### src/hw/csh_defines.vh
// Timing constants for the configuration status handshake block
`ifndef CSH_DEFINES_VH
`define CSH_DEFINES_VH

// Clock period in picoseconds (125 MHz)
`define CSH_CLK_PERIOD_PS 8000
// Power-on-reset intervals in microseconds
`define CSH_POR_SHORT_US 2000
`define CSH_POR_LONG_US 100000
// Cycle counts derived from the intervals; cycles per microsecond come first so
// the long interval stays inside 32-bit arithmetic
`define CSH_CYC_PER_US (1000000 / `CSH_CLK_PERIOD_PS)
`define CSH_POR_SHORT_CYC (`CSH_POR_SHORT_US * `CSH_CYC_PER_US)
`define CSH_POR_LONG_CYC (`CSH_POR_LONG_US * `CSH_CYC_PER_US)
// Width of the power-on-reset counter
`define CSH_POR_CNT_W 24
// Counter reset value
`define CSH_POR_CNT_RST 24'h00_0000
// Initialization cycles before user mode
`define CSH_INIT_CYC 16
// Counts after our own release during which the status readback is not trusted
`define CSH_STATUS_GUARD_CYC 24'h00_0003

`endif

### src/hw/csh_sync2.v
// Two-flip-flop synchroniser for one asynchronous level
`timescale 1ns/100ps
module csh_sync2 #(
    parameter RESET_VAL = 1'b0
) (
    // Clock and reset
    input wire clock_in,
    input wire rst_in,
    // Level
    input wire async_in,
    output reg sync_out
);
    reg meta_r;

    always @(posedge clock_in or posedge rst_in) begin
        if (rst_in) begin
            meta_r <= RESET_VAL;
            sync_out <= RESET_VAL;
        end else begin
            meta_r <= async_in;
            sync_out <= meta_r;
        end
    end
endmodule // csh_sync2

### src/hw/csh_config_status_handshake.v
// Status, done and chip-enable handshake of a device during configuration
//
// Operation
// - Status line held low after power-up until the power-on interval elapses.
// - An internal error during configuration pulls the status line low.
// - Status seen low from outside during configuration or initialization means error.
// - In user mode status line transitions are ignored; no reconfiguration.
// - Done line held low from before configuration until configuration ends.
// - Done line released once all data arrived cleanly, before initialization starts.
// - Initialization and user mode only after done line is sensed high.
// - External low on done line in user mode has no effect.
// - Configuration accepted only while chip select is low.
// - Reconfig request low in user mode resets and floats I/O; high restarts.
// - Power-on interval about 2 ms when select high, 100 ms when low.
// - Chain select output driven low once own configuration completes.
`timescale 1ns/100ps
`include "csh_defines.vh"
module csh_config_status_handshake #(
    parameter POR_SHORT_CYC = `CSH_POR_SHORT_CYC,
    parameter POR_LONG_CYC = `CSH_POR_LONG_CYC,
    parameter INIT_CYC = `CSH_INIT_CYC
) (
    // Clock and reset
    input wire clock_in,
    input wire rst_in,
    // Pins from outside
    input wire power_on_delay_select_in,
    input wire reconfig_request_n_in,
    input wire chip_select_in_n_in,
    // Status open-drain line
    input wire config_error_line_n_in,
    output reg config_error_line_n_out,
    output reg config_error_line_n_oe_out,
    // Done open-drain line
    input wire config_complete_line_in,
    output reg config_complete_line_out,
    output reg config_complete_line_oe_out,
    // Chain select to next device
    output reg chain_select_out_n_out,
    // Loader core
    input wire data_all_received_in,
    input wire data_error_in,
    output reg config_active_out,
    output reg config_error_out,
    output reg io_float_out,
    output reg user_mode_out
);
    // ------------------------------------------------------------
    // States
    // ------------------------------------------------------------
    localparam [6:0] ST_POR = 7'b000_0001;
    localparam [6:0] ST_RESET = 7'b000_0010;
    localparam [6:0] ST_CONFIG = 7'b000_0100;
    localparam [6:0] ST_WAITDONE = 7'b000_1000;
    localparam [6:0] ST_INIT = 7'b001_0000;
    localparam [6:0] ST_USER = 7'b010_0000;
    localparam [6:0] ST_ERROR = 7'b100_0000;

    // States in which all data is in and the done line is let go
    function loaded_state;
        input [6:0] st;
        begin
            loaded_state = (st == ST_WAITDONE) || (st == ST_INIT) || (st == ST_USER);
        end
    endfunction

    // ------------------------------------------------------------
    // Input synchronisers
    // ------------------------------------------------------------
    wire por_sel_s;
    wire reconf_n_s;
    wire cs_n_s;
    wire status_n_s;
    wire done_s;

    csh_sync2 #(.RESET_VAL(1'b0)) u_sync_power_on_delay_select (
        .clock_in(clock_in), .rst_in(rst_in),
        .async_in(power_on_delay_select_in), .sync_out(por_sel_s));
    csh_sync2 #(.RESET_VAL(1'b0)) u_sync_reconf (
        .clock_in(clock_in), .rst_in(rst_in),
        .async_in(reconfig_request_n_in), .sync_out(reconf_n_s));
    csh_sync2 #(.RESET_VAL(1'b1)) u_sync_cs (
        .clock_in(clock_in), .rst_in(rst_in),
        .async_in(chip_select_in_n_in), .sync_out(cs_n_s));
    csh_sync2 #(.RESET_VAL(1'b0)) u_sync_status (
        .clock_in(clock_in), .rst_in(rst_in),
        .async_in(config_error_line_n_in), .sync_out(status_n_s));
    csh_sync2 #(.RESET_VAL(1'b0)) u_sync_done (
        .clock_in(clock_in), .rst_in(rst_in),
        .async_in(config_complete_line_in), .sync_out(done_s));

    // ------------------------------------------------------------
    // Power-on interval and initialization counter
    // ------------------------------------------------------------
    reg [6:0] state_r;
    reg [6:0] state_nxt;
    reg [`CSH_POR_CNT_W-1:0] cnt_r;
    reg [`CSH_POR_CNT_W-1:0] cnt_nxt;
    reg status_drive_r;
    reg status_drive_nxt;
    wire [`CSH_POR_CNT_W-1:0] por_limit;
    wire por_done;
    wire init_done;
    // Our own driven low masks the readback; only an outside low counts
    wire ext_status_low;

    assign por_limit = por_sel_s ? POR_SHORT_CYC[`CSH_POR_CNT_W-1:0] :
                                   POR_LONG_CYC[`CSH_POR_CNT_W-1:0];
    assign por_done = (cnt_r >= por_limit - 1'b1);
    assign init_done = (cnt_r >= INIT_CYC[`CSH_POR_CNT_W-1:0] - 1'b1);
    // Sync delay: ignore readback for the cycles our own release takes to show
    assign ext_status_low = !status_n_s && !status_drive_r &&
                            (cnt_r > `CSH_STATUS_GUARD_CYC);

    // ------------------------------------------------------------
    // Sequencer
    // ------------------------------------------------------------
    always @* begin
        state_nxt = state_r;
        cnt_nxt = cnt_r + 1'b1;
        status_drive_nxt = status_drive_r;
        case (state_r)
            ST_POR: begin
                status_drive_nxt = 1'b1;
                if (por_done) begin
                    state_nxt = ST_RESET;
                    cnt_nxt = `CSH_POR_CNT_RST;
                end
            end
            ST_RESET: begin
                // Held in reset while the reconfig request is low
                status_drive_nxt = 1'b1;
                cnt_nxt = `CSH_POR_CNT_RST;
                if (reconf_n_s) begin
                    state_nxt = ST_CONFIG;
                    status_drive_nxt = 1'b0;
                end
            end
            ST_CONFIG: begin
                if (!reconf_n_s) begin
                    state_nxt = ST_RESET;
                end else if (data_error_in || ext_status_low) begin
                    state_nxt = ST_ERROR;
                end else if (data_all_received_in && !cs_n_s) begin
                    state_nxt = ST_WAITDONE;
                    cnt_nxt = `CSH_POR_CNT_RST;
                end
            end
            ST_WAITDONE: begin
                if (!reconf_n_s) begin
                    state_nxt = ST_RESET;
                end else if (ext_status_low) begin
                    state_nxt = ST_ERROR;
                end else if (done_s) begin
                    state_nxt = ST_INIT;
                    cnt_nxt = `CSH_POR_CNT_RST;
                end
            end
            ST_INIT: begin
                if (!reconf_n_s) begin
                    state_nxt = ST_RESET;
                end else if (ext_status_low) begin
                    state_nxt = ST_ERROR;
                end else if (init_done) begin
                    state_nxt = ST_USER;
                end
            end
            ST_USER: begin
                // Status and done readbacks are not looked at here
                if (!reconf_n_s) begin
                    state_nxt = ST_RESET;
                end
            end
            ST_ERROR: begin
                status_drive_nxt = 1'b1;
                if (!reconf_n_s) begin
                    state_nxt = ST_RESET;
                end
            end
            default: begin
                state_nxt = ST_POR;
                cnt_nxt = `CSH_POR_CNT_RST;
                status_drive_nxt = 1'b1;
            end
        endcase
        if (state_r == ST_CONFIG || state_r == ST_WAITDONE ||
            state_r == ST_USER || state_r == ST_ERROR) begin
            // Saturate so the readback guard holds without wrapping
            if (cnt_r == {`CSH_POR_CNT_W{1'b1}}) begin
                cnt_nxt = cnt_r;
            end
        end
    end

    always @(posedge clock_in or posedge rst_in) begin
        if (rst_in) begin
            state_r <= ST_POR;
            cnt_r <= `CSH_POR_CNT_RST;
            status_drive_r <= 1'b1;
        end else begin
            state_r <= state_nxt;
            cnt_r <= cnt_nxt;
            status_drive_r <= status_drive_nxt;
        end
    end

    // ------------------------------------------------------------
    // Registered outputs
    // ------------------------------------------------------------
    always @(posedge clock_in or posedge rst_in) begin
        if (rst_in) begin
            config_error_line_n_out <= 1'b0;
            config_error_line_n_oe_out <= 1'b1;
            config_complete_line_out <= 1'b0;
            config_complete_line_oe_out <= 1'b1;
            chain_select_out_n_out <= 1'b1;
            config_active_out <= 1'b0;
            config_error_out <= 1'b0;
            io_float_out <= 1'b1;
            user_mode_out <= 1'b0;
        end else begin
            config_error_line_n_out <= 1'b0;
            config_error_line_n_oe_out <= status_drive_nxt;
            config_complete_line_out <= 1'b0;
            // Released once all data is in
            config_complete_line_oe_out <= !loaded_state(state_nxt);
            chain_select_out_n_out <= !loaded_state(state_nxt);
            config_active_out <= (state_nxt == ST_CONFIG) && !cs_n_s;
            config_error_out <= (state_nxt == ST_ERROR);
            io_float_out <= (state_nxt != ST_USER);
            user_mode_out <= (state_nxt == ST_USER);
        end
    end
endmodule // csh_config_status_handshake

### config.mk
export PLATFORM = sky130hd
export DESIGN_NAME = csh_config_status_handshake
export DESIGN_NICKNAME = d
export VERILOG_FILES = /design/src/hw/csh_sync2.v /design/src/hw/csh_config_status_handshake.v
export VERILOG_INCLUDE_DIRS = /design/src /design/src/hw
export SDC_FILE = /design/constraint.sdc
export NUM_CORES = 1
export LEC_CHECK = 0
export ABC_CLOCK_PERIOD_IN_PS = 3770
export BUFFER_PORTS_ARGS = -buffer_cell sky130_fd_sc_hd__buf_2
export CORE_MARGIN = 2
export CORE_UTILIZATION = 50
export CTS_BUF_LIST = sky130_fd_sc_hd__clkbuf_8
export DETAILED_ROUTE_END_ITERATION = 8
export GPL_TIMING_DRIVEN = 0
export PLACE_DENSITY = 0.8
export SETUP_SLACK_MARGIN = 0.5
export SLEW_MARGIN = 20
export SYNTH_ARGS = -nofsm -noshare
export SYNTH_HDL_FRONTEND = slang
export SYNTH_SLANG_ARGS = --single-unit
export TNS_END_PERCENT = 10
### constraint.sdc
create_clock -name clock_in -period 3.77 [get_ports clock_in]
set_clock_uncertainty 0.2 [all_clocks]
set_input_delay 0.754 -clock clock_in [delete_from_list [all_inputs] [get_ports clock_in]]
set_output_delay 0.754 -clock clock_in [all_outputs]
set_load 0.01 [all_outputs]
=== Yosys cells after proc, flatten, opt, wreduce, memory -nomap -nowiden ===
Index checks and enable logic that the tools add are counted.

* Register bits: 47
* Input bits: 9
* Output and inout bits: 9
* Logic and storage cells: 81

* $add $sub $neg: 2
* Order comparisons: 3
* Equality and inequality tests: 15
* Mux-type cells: 26
* Reductions and logical operators: 17

{| class="wikitable"
|+ Operator list
! kind !! count
|-
| two-way mux 24 bit || 10
|-
| case mux 24 bit (4 select lines) || 1
|-
| two-way mux 7 bit || 12
|-
| case mux 7 bit (6 select lines) || 1
|-
| adder 24 x 1 -> 24 bit, second input constant || 1
|-
| equality test 24 bit, second input constant || 1
|-
| >= comparator 24 bit || 1
|-
| >= comparator 24 x 4 -> 1 bit, second input constant || 1
|-
| greater-than comparator 24 x 2 -> 1 bit, second input constant || 1
|-
| subtractor 24 x 1 -> 24 bit, second input constant || 1
|-
| equality test 7 x 3 -> 1 bit, second input constant || 2
|-
| equality test 7 x 4 -> 1 bit, second input constant || 2
|-
| equality test 7 x 5 -> 1 bit, second input constant || 2
|-
| equality test 7 x 6 -> 1 bit, second input constant || 2
|-
| equality test 7 bit, second input constant || 2
|-
| equality test 7 x 1 -> 1 bit, second input constant || 1
|-
| equality test 7 x 2 -> 1 bit, second input constant || 1
|-
| inequality test 7 x 6 -> 1 bit, second input constant || 1
|-
| logical OR 1 bit || 6
|-
| logical AND 1 bit || 4
|-
| logical NOT 1 bit || 4
|-
| OR reduction 4 bit || 1
|-
| OR reduction 3 bit || 1
|-
| inequality test 2 bit, second input constant || 1
|-
| other kinds (3) || 3
|}

=== Depth between registers and ports, before layout ===
Gate-level depths: netlist of run 1.

* Depth after elaboration: 11
* Gate-level depth with buffers: 9
* Depth with buffers taken out: 8

=== Cells and area by module ===
Synthesis of run 1 repeated with hierarchy kept, for this count alone.

* Cells, all modules: 285
* Area, all modules: 2722.6 µm²

{| class="wikitable"
|+ By module, submodules not included
! module !! times used !! cells an instance !! area each (µm²) !! seq. area each (µm²)
|-
| csh_config_status_handshake || 1 || 270 || 2451.1 || 930.9
|-
| csh_sync2 (u_sync_done ...) || 4 || 3 || 53.8 || 50.0
|-
| csh_sync2 (u_sync_cs) || 1 || 3 || 56.3 || 52.6
|}

=== Worst setup path before layout of run 1 ===
No wires, ideal clock.

* Path kind: register to register
* Start: register u_sync_power_on_delay_select.sync_out
* End: register cnt_r[19]
* Library setup time: 0.129 ns
* Arrival time: 1.978 ns
* Data required time: 3.441 ns
* Setup slack: 1.463 ns
* Stages on the path, launching flop included: 8
* Buffers on the path: 1
* Clock period less this slack: 2.307 ns
* Path through: dfrtp_1 ha_1 nand4b_1 or4_1 o21ai_2 o211a_4 buf_6 o21ai_0

* Longest elaborated chain between the ends: 7

{| class="wikitable"
|+ Ends and longest elaborated chain
! element !! RTL line !! text
|-
| start, declared || csh_sync2.v:11 || <nowiki>output reg sync_out</nowiki>
|-
| start signal, assigned || csh_sync2.v:21 || <nowiki>sync_out <= meta_r;</nowiki>
|-
| two-way mux 24 bit * || csh_config_status_handshake.v:107 || <nowiki>assign por_limit = por_sel_s ? POR_SHORT_CYC[`CSH_POR_CNT_W-1:0] :</nowiki>
|-
| subtractor 24 x 1 -> 24 bit * || csh_config_status_handshake.v:109 || <nowiki>assign por_done = (cnt_r >= por_limit - 1'b1);</nowiki>
|-
| >= comparator 24 bit * || csh_config_status_handshake.v:109 ||
|-
| two-way mux 24 bit * || csh_config_status_handshake.v:125 || <nowiki>if (por_done) begin</nowiki>
|-
| case mux 24 bit (4 select lines) * || csh_config_status_handshake.v:122 || <nowiki>case (state_r)</nowiki>
|-
| two-way mux 24 bit || csh_config_status_handshake.v:189 || <nowiki>if (cnt_r == {`CSH_POR_CNT_W{1'b1}}) begin</nowiki>
|-
| two-way mux 24 bit * || csh_config_status_handshake.v:186 || <nowiki>if (state_r == ST_CONFIG || state_r == ST_WAITDONE ||</nowiki>
|-
| end signal, assigned || csh_config_status_handshake.v:198 || <nowiki>cnt_r <= `CSH_POR_CNT_RST;</nowiki>
|-
| end signal, assigned || csh_config_status_handshake.v:202 || <nowiki>cnt_r <= cnt_nxt;</nowiki>
|-
| end, declared || csh_config_status_handshake.v:97 || <nowiki>reg [`CSH_POR_CNT_W-1:0] cnt_r;</nowiki>
|}

Mark *: on every way between the ends. The rest lies on a longest branch, timed or not. The select of a mux whose other input is x is not followed.
A chain may end at the register's enable or synchronous reset.

=== Worst setup path in the final report of run 1 ===
* Start: register u_sync_power_on_delay_select.sync_out
* End: register cnt_r[3]

The elaborated chain is that of the path after synthesis.

==> run_results.csv, run 1 <==
group,metric,value,unit
run_status,status,"finished, final reports clean",
detailed_routing,vias_per_cell,5.62,
setup_path,cp_slowest_stage_delay,580,ps
setup_path,reg2reg_to,"cnt_r[3]",
die,die_y,76.7,microns
timing,grt_setup_unrepaired,"no",
detailed_routing,drt_pass1_iterations,4,
synth,ys.flop_type,"dfrtp_1",
clock_network,cts_hold_repair.buffers,0,
power_and_ir_drop,powerDensity,315,nW/um^2
synth,ys.warnings.count,0,
run,max_cap_viol_count,0,
power_and_ir_drop,p_comb_share,3.5,%
finish,regMostFlops,"cnt_r",
synth,synth-edff-count,0,
place,placed_area,2830,sq um
setup_path,end_kind,"flop",
power_and_ir_drop,p_leak,1.29,nW
global_route,grt_pass1_vias,1966,
setup_path,cp_data_required_time,3790,ps
clock_network,tritoncts,"built",
synth,synth.cell_area,2640,sq um
setup_path,crit_start,"u_sync_power_on_delay_select.sync_out",
die,initial_utilization,51.7,%
timing,fin_crit_sh,69.7,%
place,gp_congestion,0.870,
timing,max_slew.worst_pin.slew,600,ps
finish,largest_reg_flops,24,
finish,layout_common_cells,"41 x dfrtp_1, 29 x o21ai_0, 17 x nand2_1",
finish,diodes,0,
die,core-area,5110,sq um
hold_path,hold_path.class,"reg2reg",
setup_path,critPathLaunchType,"flop",
clock_network,htreeDepth,2,
timing,setup_viol,0,
clock_network,cts.sinks,47,
synth,synth_top_cell_by_area,"dfrtp_1",
setup_path,timing.rr.start,"u_sync_power_on_delay_select.sync_out",
setup_path,endpoint,"cnt_r[3]",
clock_network,worstSkewPairLatency,310,ps
setup_path,cp_max_fo,10,
clock_network,cts_root_buf,"clkbuf_8",
synth,avgSynthCellArea,10.1,sq um
timing,finalCriticalPeriod,2630,ps
finish,final_common_cell,"dfrtp_1",
power_and_ir_drop,power.internal,0.000723,W
global_route,grt.total_usage,19.6,%
finish,top_regs,"cnt_r x24, state_r x7",
detailed_routing,drt_iter0_markers,88,
global_route,grt_max_degree,36,
global_route,grt_antenna_before_repair,0,
detailed_routing,postRouteAntennaNets,0,
setup_path,path_cells,"inv_1 -> ha_1 -> a221oi_1 -> nand3_1 -> a21oi_1 -> o21ai_2 -> o211a_4 -> buf_6 -> o21ai_0",
timing,holdWs,155,ps
detailed_routing,via_count,2000,
synth,seq_area_frac_synth,44.8,%
clock_network,ctsResizeCount,0,
detailed_routing,finalWirelength,5220,microns
power_and_ir_drop,total_power,0.000928,W
detailed_routing,drc,0,
place,place_hpwl,3850,microns
global_route,grt_first_pass_wirelength,9200,microns
timing,report.final.slew_viol_count,0,
timing,hold_violations,0,
setup_path,ff2ff_path_depth,9,
power_and_ir_drop,seqPwrFrac,55.4,%
power_and_ir_drop,switchingPower,0.000205,W
finish,final_util,57.6,%
synth,async_reset_ff_share,100,%
die,io-pin-count,18,
power_and_ir_drop,clkPwrFrac,41.2,%
timing,max_slew_margin,59.6,%
setup_path,slowest_stage,"dfrtp_1",
finish,drive_gt1_share,19.9,%
die,dieArea,5880,sq um
synth,synth_area_leaders,"dfrtp_1 39%, ha_1 6.2%, dfstp_2 6.0%, o21ai_0 5.5%, xor2_1 5.0%",
power_and_ir_drop,swShare,22.1,%
timing,fin_tns_setup,0,ps
die,die_width,76.7,microns
synth,syn_inst,261,
synth,ys_ff_latch,47,
clock_network,cts_setup_buffers,0,
finish,area_growth,11.5,%
synth,synth.distinct_cells,55,
finish,fin_nets,307,
synth,netlist.area_leader.share,38.8,%
timing,max_freq,381,MHz
setup_path,worstSetupPathType,"reg2reg",
clock_network,cts_made_buffers,5,
clock_network,clock_path_buffers,2,
global_route,grt.overflow.total,0,
setup_path,cp_data_arrival_time,2650,ps
clock_network,clk_pin_slew,90,ps
setup_path,r2r_setup_slack,1140,ps
power_and_ir_drop,worst_ir_drop_vdd,0.299,mV
finish,nFillCells,440,
place,io_buffer_count,15,
finish,multi_input_area,1340,sq um
finish,finalInstanceArea,2940,sq um
finish,area.sequential,1180,sq um
die,rows,26,
detailed_routing,post_drt_wl_per_cell,14.6,microns
metal layers:
metal  vias to the layer above  part of all wire, %  routed length [microns]  track usage (%)
li1                        991                    -                        -                -
met1                       953                   46                     2400             26.9
met2                        49                   47                     2470             31.8
met3                         7                  4.9                      256             3.06
met4                         0                  1.8                       93             7.09
met5                         -                    0                        0                0
final cells by class:
cell class	count	area share [%]
Clock buffer	5	2.34
Inverter	10	1.27
Tap cell	70	2.97
Clock inverter	3	1.61
Timing Repair Buffer	16	3.23
Sequential cell	47	40.2
Buffer	11	2.72
Multi-Input combinational cell	194	45.6
power by group through the flow:
stage | Sequential, W | Clock, W | Combinational (W)
detailed placement | 0.000524 | 0 | 0.0000322
CTS | 0.000514 | 0.000391 | 0.0000327
global placement | 0.000523 | 0 | 0.0000283
finish | 0.000514 | 0.000382 | 0.0000323
floorplan | 0.000522 | 0 | 0.0000201
global route | 0.000515 | 0.000408 | 0.0000374
stage by stage:
stage               setup slack [ps]  cells
detailed placement              1150    348
global placement                1190    347
finish                          1140    356
global route                     917    356
floorplan                       1460    262
CTS                             1130    356
how the worst min path moves through the flow:
stage / start / endpoint / slack (ps) / depth (start not counted)
global route: u_sync_cs.meta_r / u_sync_cs.sync_out / 170 / 0
finish: u_sync_power_on_delay_select.meta_r / u_sync_power_on_delay_select.sync_out / 150 / 0
detailed placement: u_sync_power_on_delay_select.meta_r / u_sync_power_on_delay_select.sync_out / 140 / 0
global placement: u_sync_power_on_delay_select.meta_r / u_sync_power_on_delay_select.sync_out / 130 / 0
CTS: u_sync_power_on_delay_select.meta_r / u_sync_power_on_delay_select.sync_out / 160 / 0
floorplan: u_sync_done.meta_r / u_sync_done.sync_out / 130 / 0
critical path, delay by kind of cell, from the launching register on:
kind	cells	cell delay (ps)
flip-flops	1	580
adder cells (fa/ha/maj)	1	250
AND/OR/NAND/NOR	1	110
buffers and inverters	2	320
AO/OA/AOI/OAI	5	1080
kinds of logic (layout without fill, tap and decap cells):
group / after synthesis / in the layout / synth area share, %
AND/OR/NAND/NOR: 94 / 94 / 21.5
other: 1 / 2 / 0.142
XOR/XNOR: 25 / 25 / 8.29
AO/OA/AOI/OAI: 60 / 60 / 14.6
buffers and inverters: 21 / 45 / 4.45
adder cells (fa/ha/maj): 13 / 13 / 6.16
flip-flops: 47 / 47 / 44.8
synth_stat cells, types with 2 or more instances:
| cell type | number |
|---|---|
| a21oi_1 | 10 |
| a221oi_1 | 2 |
| and3_1 | 2 |
| and4_1 | 3 |
| buf_4 | 3 |
| buf_6 | 3 |
| clkbuf_2 | 3 |
| dfrtp_1 | 41 |
| dfstp_2 | 6 |
| ha_1 | 13 |
| inv_1 | 10 |
| nand2_1 | 17 |
| nand2b_1 | 3 |
| nand3_1 | 14 |
| nand4_1 | 3 |
| nand4b_1 | 4 |
| nor2_1 | 16 |
| nor3_1 | 5 |
| nor3_4 | 2 |
| nor4_1 | 9 |
| o211ai_1 | 2 |
| o21a_1 | 2 |
| o21ai_0 | 29 |
| o21ai_2 | 2 |
| o21bai_1 | 2 |
| o22ai_1 | 3 |
| xnor2_1 | 10 |
| xor2_1 | 15 |
No activity file was read; power rests on OpenSTA's default activity.
==> inputs of run 2 (changes only) <==
--- a/config.mk
+++ b/config.mk
@@ -6,7 +6,7 @@
 export SDC_FILE = /design/constraint.sdc
 export NUM_CORES = 1
 export LEC_CHECK = 0
-export ABC_CLOCK_PERIOD_IN_PS = 3770
+export ABC_CLOCK_PERIOD_IN_PS = 2750
 export BUFFER_PORTS_ARGS = -buffer_cell sky130_fd_sc_hd__buf_2
 export CORE_MARGIN = 2
 export CORE_UTILIZATION = 50
==> constraint.sdc (replaced) <==
create_clock -name clock_in -period 2.75 [get_ports clock_in]
set_clock_uncertainty 0.2 [all_clocks]
set_input_delay 0.55 -clock clock_in [delete_from_list [all_inputs] [get_ports clock_in]]
set_output_delay 0.55 -clock clock_in [all_outputs]
set_load 0.01 [all_outputs]
==> run 2 against run 1 <==
Effect of this change:
- sequential share of layout area is 3.4 points lower
- fmax grew 4.2%
- worst hold slack worse by 110 ps
- core utilization grew 5.4 points
- clock power rose by 18%
- final area up 9.3%
- total power increased by 31%
- first-iteration DRC count up 36%
- via count rose by 6.1%
- die area unchanged
==> run_results.csv, run 2 (synthesis results as in run 1) <==
group,metric,value,unit
clock_network,clk_pin_slew,100,ps
place,place_ws,275,ps
clock_network,tritoncts,"built",
timing,max_freq,397,MHz
timing,report.final.slew_viol_count,0,
die,core-area,5110,sq um
setup_path,end_kind,"flop",
finish,final_common_cell,"dfrtp_1",
setup_path,r2r_setup_slack,230,ps
clock_network,clock_path_buffers,2,
setup_path,cp_data_required_time,2740,ps
run,max_cap_viol_count,0,
finish,diodes,0,
place,io_buffer_count,15,
power_and_ir_drop,powerDensity,378,nW/um^2
global_route,grt_max_degree,28,
timing,grt_setup_unrepaired,"yes",
place,gp_congestion,0.865,
clock_network,cts.sinks,47,
finish,drive_gt1_share,34.0,%
timing,max_slew.worst_pin.slew,647,ps
finish,multi_input_area,1540,sq um
timing,hold_violations,0,
finish,area.sequential,1190,sq um
setup_path,crit_buf_inv,3,
finish,area_growth,21.9,%
power_and_ir_drop,worst_ir_drop_vdd,0.300,mV
die,initial_utilization,51.7,%
finish,fin_nets,315,
global_route,grt_first_pass_wirelength,9450,microns
timing,finalCriticalPeriod,2520,ps
setup_path,timing.rr.start,"u_sync_power_on_delay_select.sync_out",
detailed_routing,drc,0,
finish,layout_common_cells,"39 x dfrtp_1, 20 x o21ai_2, 17 x nand2_1",
place,place_hpwl,3890,microns
timing,fin_tns_setup,0,ps
global_route,grt.total_usage,20.3,%
setup_path,worstSetupPathType,"reg2reg",
timing,max_slew_margin,56.4,%
die,die_y,76.7,microns
global_route,grt.overflow.total,0,
detailed_routing,via_count,2122,
setup_path,cp_data_arrival_time,2510,ps
setup_path,cp.depth,9,
finish,largest_reg_flops,24,
timing,setup_slack,228,ps
power_and_ir_drop,p_leak,1.37,nW
setup_path,reg2reg_to,"cnt_r[1]",
timing,setup_viol,0,
setup_path,cp_max_fo,5,
setup_path,path_delay_family,"simple AND/OR/NAND/NOR gates",
hold_path,hold_path.class,"in2async",
die,io-pin-count,18,
detailed_routing,finalWirelength,5980,microns
finish,nFillCells,409,
timing,holdWs,40.3,ps
finish,regMostFlops,"cnt_r",
setup_path,crit_start,"u_sync_power_on_delay_select.sync_out",
die,die_width,76.7,microns
die,dieArea,5880,sq um
timing,fin_crit_sh,91.7,%
setup_path,endpoint,"cnt_r[1]",
detailed_routing,drt_pass1_iterations,4,
clock_network,cts_root_buf,"clkbuf_8",
die,rows,26,
run_status,status,"finished, final reports clean",
clock_network,cts_made_buffers,5,
detailed_routing,vias_per_cell,5.83,
setup_path,slowest_stage,"or4_4",
clock_network,htreeDepth,2,
setup_path,critPathLaunchType,"flop",
setup_path,path_cells,"buf_8 -> inv_8 -> ha_4 -> nand3_2 -> or4_4 -> o21ai_4 -> o211a_4 -> buf_6 -> o22ai_1",
setup_path,ff2ff_path_depth,9,
global_route,grt_antenna_before_repair,0,
global_route,grt_pass1_vias,2002,
finish,top_regs,"cnt_r x24, state_r x7",
detailed_routing,postRouteAntennaNets,0,
detailed_routing,drt_iter0_markers,120,
detailed_routing,post_drt_wl_per_cell,16.4,microns
clock_network,worstSkewPairLatency,310,ps
setup_path,cp_slowest_stage_delay,550,ps
==> run 2: through the flow <==
step	instances	instance area, sq um	total power (W)	utilization [%]
5_1_grt	364	3220	0.00126	63.0
3_5_place_dp	348	2830	0.000763	55.4
4_1_cts	362	3090	0.00122	60.4
2_1_floorplan	262	2650	0.000744	-
6_report	364	3220	0.00122	63.0
3_3_place_gp	347	2810	0.000757	55.0
==> run 2: metal layers <==
layer	wire length [microns]	vias up	GRT usage, %
li1	-	1005	-
met1	2610	1034	26.7
met2	2950	68	33.5
met3	272	15	3.41
met4	154	0	8.18
met5	0	-	0
==> run 2: area by class of cell <==
type                    instances  area share, %
multi-input cells             194           47.8
inverters                      10           1.40
plain buffers                  11           2.49
clock buffers                   5           2.14
repair buffers                 24           5.79
flip-flops and latches         47           36.8
clock inverters                 3          0.816
well taps                      70           2.72
==> run 2: timing repair <==
action / 4_1_cts / 5_1_grt
pin swaps: 3 / 19
hold buffers: 0 / 0
setup endpoints to repair: 24 / 25
cloned: 2 / 0
resized for setup: 35 / 35
buffers inserted: 4 / 2
==> run 2: worst min path at each step <==
stage / slack, ps / endpoint / from
after CTS: 40 / u_sync_reconf.sync_out / rst_in
final: 40 / u_sync_done.meta_r / rst_in
after global routing: 60 / u_sync_done.sync_out / rst_in
after global placement: 130 / u_sync_done.sync_out / u_sync_done.meta_r
after detailed placement: 130 / u_sync_reconf.sync_out / u_sync_reconf.meta_r
after floorplan: 130 / u_sync_power_on_delay_select.sync_out / u_sync_power_on_delay_select.meta_r
==> run 2: power breakdown <==
group | internal (W) | switching [W]
registers | 0.000700 | 0.00000505
logic | 0.0000262 | 0.0000358
clock network | 0.000187 | 0.000263
==> inputs of run 3 (changes only) <==
--- a/config.mk
+++ b/config.mk
@@ -6,15 +6,16 @@
 export SDC_FILE = /design/constraint.sdc
 export NUM_CORES = 1
 export LEC_CHECK = 0
-export ABC_CLOCK_PERIOD_IN_PS = 2750
+export ABC_CLOCK_PERIOD_IN_PS = 2300
 export BUFFER_PORTS_ARGS = -buffer_cell sky130_fd_sc_hd__buf_2
 export CORE_MARGIN = 2
 export CORE_UTILIZATION = 50
 export CTS_BUF_LIST = sky130_fd_sc_hd__clkbuf_8
 export DETAILED_ROUTE_END_ITERATION = 8
 export GPL_TIMING_DRIVEN = 0
-export PLACE_DENSITY = 0.8
+export PLACE_DENSITY = 0.83
 export SETUP_SLACK_MARGIN = 0.5
+export SKIP_CTS_REPAIR_TIMING = 1
 export SLEW_MARGIN = 20
 export SYNTH_ARGS = -nofsm -noshare
 export SYNTH_HDL_FRONTEND = slang
==> constraint.sdc (replaced) <==
create_clock -name clock_in -period 2.3 [get_ports clock_in]
set_clock_uncertainty 0.2 [all_clocks]
set_input_delay 0.46 -clock clock_in [delete_from_list [all_inputs] [get_ports clock_in]]
set_output_delay 0.46 -clock clock_in [all_outputs]
set_load 0.01 [all_outputs]
==> run 3 against run 2 <==
Effect of this change:
- the flow now finishes with violations (negative setup slack)
- flip-flop and latch count stayed put
- highest routed layer unchanged
- non-clock buffer count shrank 2
- critical path type unchanged
- global-route usage fell by 0.69 points
- total power grew 27%
- via count down 0.94%
- register-to-register slack lost 420 ps
- final area decreased by 2.0%
- largest power group unchanged
- core utilization shrank 1.3 points
==> run_results.csv, run 3 (synthesis results as in run 1) <==
group,metric,value,unit
die,io-pin-count,18,
clock_network,clk_pin_slew,100,ps
clock_network,clock_path_buffers,2,
detailed_routing,drt_pass1_iterations,4,
finish,area_growth,19.4,%
die,die_width,76.7,microns
run_status,status,"finished, violations left",
place,placed_area,2830,sq um
timing,grt_setup_unrepaired,"yes",
global_route,grt_first_pass_wirelength,9340,microns
clock_network,worstSkewPairLatency,310,ps
place,io_buffer_count,15,
detailed_routing,postRouteAntennaNets,0,
detailed_routing,drc,0,
power_and_ir_drop,p_comb_share,4.5,%
detailed_routing,drt_iter0_markers,153,
finish,nFillCells,419,
setup_path,end_kind,"flop",
run_status,violations,"negative setup slack",
die,rows,26,
clock_network,cts_made_buffers,5,
die,initial_utilization,51.7,%
timing,fin_crit_sh,109,%
die,core-area,5110,sq um
setup_path,critPathLaunchType,"flop",
timing,finalCriticalPeriod,2500,ps
timing,setup_viol,24,
place,place_ws,-245,ps
global_route,grt_antenna_before_repair,0,
clock_network,cts.sinks,47,
clock_network,cts_root_buf,"clkbuf_8",
power_and_ir_drop,powerDensity,489,nW/um^2
finish,drive_gt1_share,30.1,%
global_route,grt_pass1_vias,2043,
power_and_ir_drop,power.internal,0.00119,W
finish,largest_reg_flops,24,
detailed_routing,finalWirelength,5830,microns
place,gp_congestion,0.891,
detailed_routing,vias_per_cell,5.81,
finish,regMostFlops,"cnt_r",
place,place_hpwl,3960,microns
power_and_ir_drop,switchingPower,0.000350,W
setup_path,cp_data_required_time,2290,ps
timing,report.final.slew_viol_count,0,
timing,holdWs,38.2,ps
finish,finalInstanceArea,3150,sq um
finish,final_common_cell,"dfrtp_1",
global_route,grt_max_degree,29,
finish,layout_common_cells,"38 x dfrtp_1, 17 x nand2_1, 16 x buf_2",
setup_path,cp_data_arrival_time,2490,ps
global_route,grt.total_usage,19.6,%
setup_path,cp_max_fo,7,
finish,diodes,0,
finish,top_regs,"cnt_r x24, state_r x7",
setup_path,worstSetupPathType,"reg2reg",
timing,max_slew_margin,66.9,%
global_route,grt.overflow.total,0,
finish,fin_nets,313,
die,die_y,76.7,microns
timing,setup_slack,-196,ps
power_and_ir_drop,seqPwrFrac,54.5,%
clock_network,htreeDepth,2,
detailed_routing,post_drt_wl_per_cell,16.1,microns
power_and_ir_drop,clkPwrFrac,41.0,%
power_and_ir_drop,worst_ir_drop_vdd,0.391,mV
die,dieArea,5880,sq um
power_and_ir_drop,p_leak,1.34,nW
run,max_cap_viol_count,0,
hold_path,hold_path.class,"in2reg",
clock_network,tritoncts,"built",
timing,max_slew.worst_pin.slew,492,ps
power_and_ir_drop,swShare,22.7,%
timing,hold_violations,0,
timing,max_freq,401,MHz
detailed_routing,via_count,2102,
[run 3: power groups by stage]
| stage | sequential, W | clock [W] | combinational (W) |
|---|---|---|---|
| 5_1_grt | 0.000842 | 0.000669 | 0.0000788 |
| 3_5_place_dp | 0.000859 | 0 | 0.0000534 |
| 2_1_floorplan | 0.000857 | 0 | 0.0000330 |
| 6_report | 0.000841 | 0.000633 | 0.0000691 |
| 4_1_cts | 0.000843 | 0.000637 | 0.0000535 |
| 3_3_place_gp | 0.000858 | 0 | 0.0000468 |
[run 3: through the flow]
step | utilization, % | total power [W] | TNS (ps) | std cells
3_5_place_dp | 55.4 | 0.000913 | -4740 | 348
2_1_floorplan | - | 0.000890 | 0 | 262
3_3_place_gp | 55.0 | 0.000905 | -2820 | 347
6_report | 61.8 | 0.00154 | -4280 | 362
4_1_cts | 57.7 | 0.00153 | -5210 | 356
5_1_grt | 61.8 | 0.00159 | -5710 | 362
[run 3: path summary, 6_finish.rpt]
check / from / endpoint / slack (ps) / depth (start not counted)
min in group asynchronous: rst_in / config_active_out / 480 / 3
min reg2reg: u_sync_reconf.meta_r / u_sync_reconf.sync_out / 160 / 0
max in group asynchronous: rst_in / u_sync_cs.sync_out / 850 / 4
max: u_sync_power_on_delay_select.sync_out / cnt_r[5] / -200 / 9
max reg2reg: u_sync_power_on_delay_select.sync_out / cnt_r[5] / -200 / 9
min: chip_select_in_n_in / u_sync_cs.meta_r / 40 / 1
[run 3: worst max-delay path, cell delays in order, from the launching register on]
cell and delay, ps:
dfrtp_2 430, buf_6 150, ha_4 250, a21o_1 120
a21oi_2 60, or4_4 500, o21ai_4 190, o211a_4 260
buf_6 160, o21ai_2 60
[run 3: final cells by class]
type | instances | area, sq um | share of cell area (%)
buffer | 11 | 80.1 | 2.54
clock buffer | 5 | 68.8 | 2.18
clock inverter | 3 | 47.5 | 1.51
inverter | 10 | 40.0 | 1.27
multi-input combinational | 194 | 1490 | 47.1
sequential | 47 | 1190 | 37.6
tap | 70 | 87.6 | 2.78
timing repair buffer | 22 | 158 | 5.00
[run 3: routing by layer]
metal / track usage [%] / wire length (microns) / up-vias
li1: - / - / 996
met1: 25.3 / 2520 / 1047
met2: 33.6 / 2980 / 50
met3: 2.24 / 223 / 9
met4: 8.18 / 106 / 0
met5: 0 / 0 / -
